==> src/rtl/cfg_bank_cfg.svh <==
// Purpose: Offsets, field positions, reset values of the configuration bank
// Assumes: Byte-addressed configuration space, 8-bit registers
// Notes:   Definitions only
`ifndef CFG_BANK_CFG_SVH
`define CFG_BANK_CFG_SVH

// ****************************************
// Register offsets
// ****************************************
`define DBG_ISA_CFG_ADDR    24'h300006
`define BLK_PROT_CFG_ADDR   24'h300008
`define BOOT_PROT_CFG_ADDR  24'h300009

// ****************************************
// Field positions
// ****************************************
`define DBG_DISABLE_BIT     7
`define XISA_BIT            6
`define SSPROG_BIT          2
`define STKRST_BIT          0
`define BOOT_PROT_BIT       6
`define DBG_ISA_IMPL_MASK   8'hc5

// ****************************************
// Unprogrammed values and sizes
// ****************************************
`define DBG_ISA_RESET       8'h85
`define BLK_PROT_RESET      4'hf
`define BOOT_PROT_RESET     1'b1
`define BOOT_BLOCK_BYTES    24'h000800
`define PROG_MEM_BYTES      24'h008000

`endif

==> src/rtl/cfg_bank_pkg.sv <==
// Purpose: Types shared by the configuration bank
// Assumes: Constants live in cfg_bank_cfg.svh
// Notes:   No imports anywhere; use cfg_bank_pkg::name
package cfg_bank_pkg;

  typedef struct packed {
    logic [7:0] dbg_cfg;
    logic [3:0] blk_cp;
    logic       boot_cp;
    logic [7:0] rdata;
    logic       stk_rst;
    logic       prot;
    logic [1:0] pin_sync1;
    logic [1:0] pin_sync2;
    logic [1:0] entry_sync;
    logic       entry_prev;
    logic       prog_entry;
    logic [1:0] pin_out;
    logic [1:0] pin_oe;
  } bank_state_s;

endpackage : cfg_bank_pkg

==> src/rtl/config_protect_debug_bank.sv <==
// Purpose: Configuration bytes for debug, instruction set, programming entry,
//          stack fault reset and program memory code protection
// Assumes: Values load from nonvolatile storage as unprogrammed defaults at rst
// Notes:   Protect bits can only be cleared through the register port
//
// Strobed register access was left to the implementer.
`timescale 1ns/1ps
`default_nettype none
`include "cfg_bank_cfg.svh"

module config_protect_debug_bank #(
  parameter int          ADDR_W    = 24,
  parameter logic [23:0] MEM_BYTES = `PROG_MEM_BYTES
) (
  // Clock and reset
  input  wire logic              mclk,
  input  wire logic              rst,
  // Register port
  input  wire logic [ADDR_W-1:0] reg_addr,
  input  wire logic [7:0]        reg_wdata,
  input  wire logic              reg_wr,
  input  wire logic              reg_rd,
  output logic [7:0]             reg_rdata,
  // Core controls
  output logic                   debug_enable,
  output logic                   extended_isa_enable,
  output logic                   single_supply_prog_enable,
  output logic                   stack_fault_reset_enable,
  // Stack fault to reset
  input  wire logic              stack_full,
  input  wire logic              stack_underflow,
  output logic                   stack_reset_req,
  // Programming entry pin
  input  wire logic              prog_entry_pin,
  output logic                   prog_mode_entry,
  // Code protect query
  input  wire logic [ADDR_W-1:0] fetch_addr,
  output logic                   fetch_protected,
  // Shared pins: a is debug_pin_a, b is debug_pin_b, index 0 is a
  input  wire logic [1:0]        debug_pin_in,
  output logic [1:0]             debug_pin_out,
  output logic [1:0]             debug_pin_oe,
  // Core GPIO side of the shared pins
  input  wire logic [1:0]        gpio_out,
  input  wire logic [1:0]        gpio_oe,
  output logic [1:0]             gpio_in,
  // Debugger side of the shared pins
  input  wire logic [1:0]        dbg_out,
  input  wire logic [1:0]        dbg_oe,
  output logic [1:0]             dbg_in
);

  cfg_bank_pkg::bank_state_s st_q;
  cfg_bank_pkg::bank_state_s st_d;

  logic prot_hit;

  // ****************************************
  // Address decode and clear-only merge
  // ****************************************
  function automatic logic hit(input logic [ADDR_W-1:0] a, input logic [23:0] reg_off);
    hit = 24'(a) == reg_off;
  endfunction : hit

  // Written zeros clear, written ones leave the bit alone
  function automatic logic [3:0] clear_only(input logic [3:0] cur, input logic [3:0] wr);
    clear_only = cur & wr;
  endfunction : clear_only

  protect_decoder #(
    .ADDR_W    (ADDR_W),
    .MEM_BYTES (MEM_BYTES)
  ) u_decoder (
    .addr          (fetch_addr),
    .blk_cp_n      (st_q.blk_cp),
    .boot_cp_n     (st_q.boot_cp),
    .protected_hit (prot_hit),
    .boot_hit      ()
  );

  // ****************************************
  // Next state
  // ****************************************
  always_comb
  begin
    logic dbg_on;
    logic [3:0] boot_w;
    dbg_on = 1'b0;
    boot_w = 4'h0;
    st_d = st_q;
    dbg_on = ~st_q.dbg_cfg[`DBG_DISABLE_BIT];
    boot_w = {3'h7, reg_wdata[`BOOT_PROT_BIT]};

    if (reg_wr && hit(reg_addr, `DBG_ISA_CFG_ADDR))
      st_d.dbg_cfg = reg_wdata & `DBG_ISA_IMPL_MASK;
    // Hardware also refuses to reopen a block
    if (reg_wr && hit(reg_addr, `BLK_PROT_CFG_ADDR))
      st_d.blk_cp = clear_only(st_q.blk_cp, reg_wdata[3:0]);
    if (reg_wr && hit(reg_addr, `BOOT_PROT_CFG_ADDR))
      st_d.boot_cp = clear_only({3'h7, st_q.boot_cp}, boot_w) == 4'hf;

    // Unmapped reads return zero
    st_d.rdata = 8'h00;
    if (reg_rd && hit(reg_addr, `DBG_ISA_CFG_ADDR))
      st_d.rdata = st_q.dbg_cfg & `DBG_ISA_IMPL_MASK;
    else if (reg_rd && hit(reg_addr, `BLK_PROT_CFG_ADDR))
      st_d.rdata = {4'h0, st_q.blk_cp};
    else if (reg_rd && hit(reg_addr, `BOOT_PROT_CFG_ADDR))
      st_d.rdata = {1'b0, st_q.boot_cp, 6'h00};

    st_d.stk_rst = st_q.dbg_cfg[`STKRST_BIT] && (stack_full || stack_underflow);
    st_d.prot    = prot_hit;

    // Pins come from outside: two flops before use
    st_d.pin_sync1 = debug_pin_in;
    st_d.pin_sync2 = st_q.pin_sync1;
    st_d.entry_sync = {st_q.entry_sync[0], prog_entry_pin};
    st_d.entry_prev = st_q.entry_sync[1];
    st_d.prog_entry = st_q.dbg_cfg[`SSPROG_BIT] && st_q.entry_sync[1] && !st_q.entry_prev;

    // Pin ownership follows the debug-disable bit
    st_d.pin_out = dbg_on ? dbg_out : gpio_out;
    st_d.pin_oe  = dbg_on ? dbg_oe : gpio_oe;
  end

  // ****************************************
  // State register
  // ****************************************
  always_ff @(posedge mclk)
  begin
    if (rst)
    begin
      st_q          <= '0;
      st_q.dbg_cfg  <= `DBG_ISA_RESET;
      st_q.blk_cp   <= `BLK_PROT_RESET;
      st_q.boot_cp  <= `BOOT_PROT_RESET;
    end
    else
      st_q <= st_d;
  end

  // ****************************************
  // Outputs
  // ****************************************
  assign reg_rdata                 = st_q.rdata;
  assign debug_enable              = ~st_q.dbg_cfg[`DBG_DISABLE_BIT];
  assign extended_isa_enable       = st_q.dbg_cfg[`XISA_BIT];
  assign single_supply_prog_enable = st_q.dbg_cfg[`SSPROG_BIT];
  assign stack_fault_reset_enable  = st_q.dbg_cfg[`STKRST_BIT];
  assign stack_reset_req           = st_q.stk_rst;
  assign prog_mode_entry           = st_q.prog_entry;
  assign fetch_protected           = st_q.prot;
  assign debug_pin_out             = st_q.pin_out;
  assign debug_pin_oe              = st_q.pin_oe;
  // Each side sees the pins only while it owns them
  assign gpio_in = debug_enable ? 2'h0 : st_q.pin_sync2;
  assign dbg_in  = debug_enable ? st_q.pin_sync2 : 2'h0;
endmodule : config_protect_debug_bank
`default_nettype wire

==> src/rtl/protect_decoder.sv <==
// Purpose: Map a program memory address onto its code-protect bit
// Assumes: Four equal blocks; boot block at the bottom carved out of block 0
// Notes:   Purely combinational; caller registers the answer
`timescale 1ns/1ps
`default_nettype none
`include "cfg_bank_cfg.svh"

module protect_decoder #(
  parameter int             ADDR_W    = 24,
  parameter logic [23:0]    MEM_BYTES = `PROG_MEM_BYTES
) (
  // Query
  input  wire logic [ADDR_W-1:0] addr,
  // Protect bits, active low
  input  wire logic [3:0]        blk_cp_n,
  input  wire logic              boot_cp_n,
  // Answer
  output logic                   protected_hit,
  output logic                   boot_hit
);

  localparam int BLK_SHIFT = $clog2(MEM_BYTES) - 2;

  logic [1:0] blk_idx;
  logic       in_range;

  assign blk_idx  = addr[BLK_SHIFT +: 2];
  assign in_range = 24'(addr) < MEM_BYTES;
  assign boot_hit = 24'(addr) < `BOOT_BLOCK_BYTES;

  // Past the end of memory nothing is protected
  always_comb
  begin
    if (boot_hit)
      protected_hit = ~boot_cp_n;
    else if (in_range)
      protected_hit = ~blk_cp_n[blk_idx];
    else
      protected_hit = 1'b0;
  end

endmodule : protect_decoder
`default_nettype wire

==> config.mk <==
export PLATFORM = sky130hd
export DESIGN_NAME = config_protect_debug_bank
export DESIGN_NICKNAME = d
export VERILOG_FILES = /design/src/rtl/cfg_bank_pkg.sv /design/src/rtl/config_protect_debug_bank.sv /design/src/rtl/protect_decoder.sv
export VERILOG_INCLUDE_DIRS = /design/src /design/src/rtl
export SDC_FILE = /design/constraint.sdc
export NUM_CORES = 1
export LEC_CHECK = 0
export BUFFER_PORTS_ARGS = -buffer_cell sky130_fd_sc_hd__buf_2
export CELL_PAD_IN_SITES_DETAIL_PLACEMENT = 1
export CELL_PAD_IN_SITES_GLOBAL_PLACEMENT = 1
export CORE_MARGIN = 1
export CORE_UTILIZATION = 29
export DETAILED_ROUTE_END_ITERATION = 8
export HOLD_SLACK_MARGIN = 0.02
export PLACE_DENSITY_LB_ADDON = 0.1
export SKIP_LAST_GASP = 1
export SYNTH_ARGS = -nofsm -noshare
export SYNTH_HDL_FRONTEND = slang
export SYNTH_SLANG_ARGS = --single-unit
export TNS_END_PERCENT = 5
==> constraint.sdc <==
create_clock -name mclk -period 2.1 [get_ports mclk]
set_input_delay 0.105 -clock mclk [delete_from_list [all_inputs] [get_ports mclk]]
set_output_delay 0.105 -clock mclk [all_outputs]
set_load 0.005 [all_outputs]
==> results.py <==
metrics = {
    "drt": {
        "vias_per_cell": 4.62,
        "drtIter0Drc": 39,
        "drc_errors": 0,
        "maxUsedRoutingLayer": "met4",
        "drt_pass1_iterations": 5,
        "wirelength_mm": 3.36,
        "wire_per_inst_um": 13.0,
        "met2WireLength_mm": 1.81,
        "drt-met1-wl_mm": 1.34,
        "num_vias": 1193,
        "ant_nets": 0,
        "met3_length_um": 147,
    },
    "finish": {
        "area_growth_pct": 33.0,
        "fin_area_mm2": 0.00174,
        "seq_area_um2": 581,
        "n_fill_cell": 545,
        "final_cell_count_no_fill": 258,
        "drive_gt1_share_pct": 47.1,
        "diodes": 0,
        "multi_input_area_um2": 598,
        "nets": 278,
        "fin_util_pct": 39.9,
    },
    "logic_synthesis": {
        "synth-async-reset-ratio_pct": 0,
        "synth-edff-count": 0,
        "syn_inst": 135,
        "synth_cell_types": 31,
        "synth_area_mm2": 0.00131,
        "yosysWarnings": 0,
        "synthFlopType": "dfxtp_1",
        "yosysTopAreaCell": "dfxtp_1",
        "synth_area_leaders": "dfxtp_1 44%, buf_4 6.9%, nor2_1 6.3%",
        "synthDominantCellAreaShare_pct": 44.4,
        "synth_commonest_cells": "29 x dfxtp_1, 22 x nor2_1, 12 x buf_4, 9 x nor2b_1, 8 x mux2i_1",
        "yosysSeqAreaShare_pct": 44.4,
        "yosysMostFrequentCell": "dfxtp_1",
        "avgSynthCellArea_um2": 9.68,
        "synth_seq_cells": 29,
    },
    "global_route": {
        "antenna_found_initial": 0,
        "grt_max_degree": 30,
        "grtUsageTotal_pct": 15.2,
        "grt_overflow": 0,
        "grt_pass1_vias": 1325,
        "grt_pass1_wl_mm": 5.82,
    },
    "clocking": {
        "cts_hold_buf": 0,
        "clock_sinks": 29,
        "cts_max_path_buffers": 2,
        "cts_htree_levels": 2,
        "cts_setup_buffers": 0,
        "cts_made_buffers": 5,
        "cts.clk_slew.worst_paths_ps": 60,
        "cts_tree": "yes",
        "worstSkewPairLatency_ps": 270,
        "clock-root-buffer": "clkbuf_8",
        "cts_resized": 0,
    },
    "worst_setup_path": {
        "critical_path_class": "input pin to flop",
        "crit_path_start_kind": "input pin",
        "reg2reg_slack_ps": 890,
        "crit_fanout": 5,
        "crit_arrival_ps": 1530,
        "slowest_delay_ps": 510,
        "worstSetupEndpointType": "flop",
        "crit_path_top_delay_cell": "nor3_1",
        "required_ps": 2230,
        "cpLargestDelayFamily": "simple AND/OR/NAND/NOR gates",
        "critical_path_buf_inv_count": 1,
        "path_cells": "buf_2, nor3b_1, nand2b_1, nor3_1, a21oi_1",
    },
    "timing": {
        "fmax_mhz": 715,
        "worst_pin_slew_ps": 553,
        "fin_crit_sh_pct": 66.6,
        "hold_viol": 0,
        "finalSetupViolCount": 0,
        "fin_skew_ps": 5.28,
        "relSlewSlack_pct": 62.9,
        "finalSetupTns_ps": 0,
        "timing.final.max_slew_violations": 0,
        "rsz0062_at_grt": "false",
        "period_needed_ps": 1400,
    },
    "die": {
        "start_util_pct": 30.0,
        "die_height_um": 69.1,
        "dieArea_mm2": 0.00478,
        "fp.dieW_um": 69.1,
        "fp.coreArea_mm2": 0.00435,
        "rows": 24,
        "ios": 96,
    },
    "placed_design": {
        "place_congestion": 0.876,
        "place_hpwl_mm": 2.78,
        "place_inst": 250,
        "io_buffers": 80,
        "placed_area_mm2": 0.00166,
    },
    "run": {
        "cap_violations": 0,
    },
    "min_path": {
        "hp-class": "input pin to flop",
    },
    "power_and_ir_drop": {
        "p_per_area_mw_per_mm2": 635,
        "vdd_drop_max_uv": 345,
        "leakagePower_nw": 0.822,
    },
    "status": {
        "status": "finished, final reports clean",
    },
}
## sequential cells by signal, summed over array words and instances (netlist names)
register,cells
debug_pin_oe,2
debug_pin_out,2
extended_isa_enable,1
fetch_protected,1
prog_mode_entry,1
reg_rdata,6
single_supply_prog_enable,1
st_d,4
st_q,9
stack_fault_reset_enable,1
stack_reset_req,1
## layout by cell type, fill, tap and decap left out, drive strengths merged, types with 3 or more instances in the layout
master,count
nand2b,3
nor3,5
nand2,3
buf,80
dfxtp,29
nor2b,9
inv,3
clkbuf,6
nor2,22
nor4,10
a21oi,4
mux2i,8
## per-stage QoR
| step | power (mW) | hold slack [ps] | setup slack [ps] |
|---|---|---|---|
| 2_1_floorplan | 0.626 | 233 | 745 |
| 3_5_place_dp | 0.693 | 324 | 364 |
| 6_report | 1.10 | 40.9 | 701 |
| 4_1_cts | 1.13 | 35.2 | 647 |
| 5_1_grt | 1.18 | 32.7 | 520 |
| 3_3_place_gp | 0.686 | 318 | 461 |
## area by class of cell
cell class,count,area share [%]
Tap cell,52,3.74
Clock inverter,2,0.576
Timing Repair Buffer,80,23.0
Multi-Input combinational cell,86,34.4
Sequential cell,29,33.4
Inverter,3,0.648
Clock buffer,6,4.18
## cell families (layout without fill, tap and decap cells)
family	after synthesis	after routing	synth area share [%]
DFF	29	29	44.4
AOI/OAI and AO/OA	8	8	3.93
other	1	2	0.287
buffers and inverters	21	91	10.1
muxes	10	10	8.72
and+or+nand+nor	66	66	32.6
## path summary, 6_finish.rpt
| path | from | end | cells past startpoint |
|---|---|---|---|
| min reg2reg | st_d[7] | st_d[5] | 1 |
| min | debug_pin_in[0] | st_d[8] | 2 |
| max | reg_addr[1] | st_q[24] | 5 |
| max reg2reg | st_q[23] | fetch_protected | 3 |
## where the power goes
part           leakage, nW  internal (mW)  switching [mW]
Combinational        0.540         0.0626          0.0515
Sequential           0.237          0.562         0.00269
Clock               0.0450          0.229           0.197
Total                0.822          0.853           0.251
## layer usage
metal / GRT usage (%) / vias up
met5: 0 / -
met4: 5.67 / 0
met3: 3.95 / 8
met2: 27.9 / 33
met1: 16.5 / 565
li1: - / 587
(Power assumes the default switching activity.)
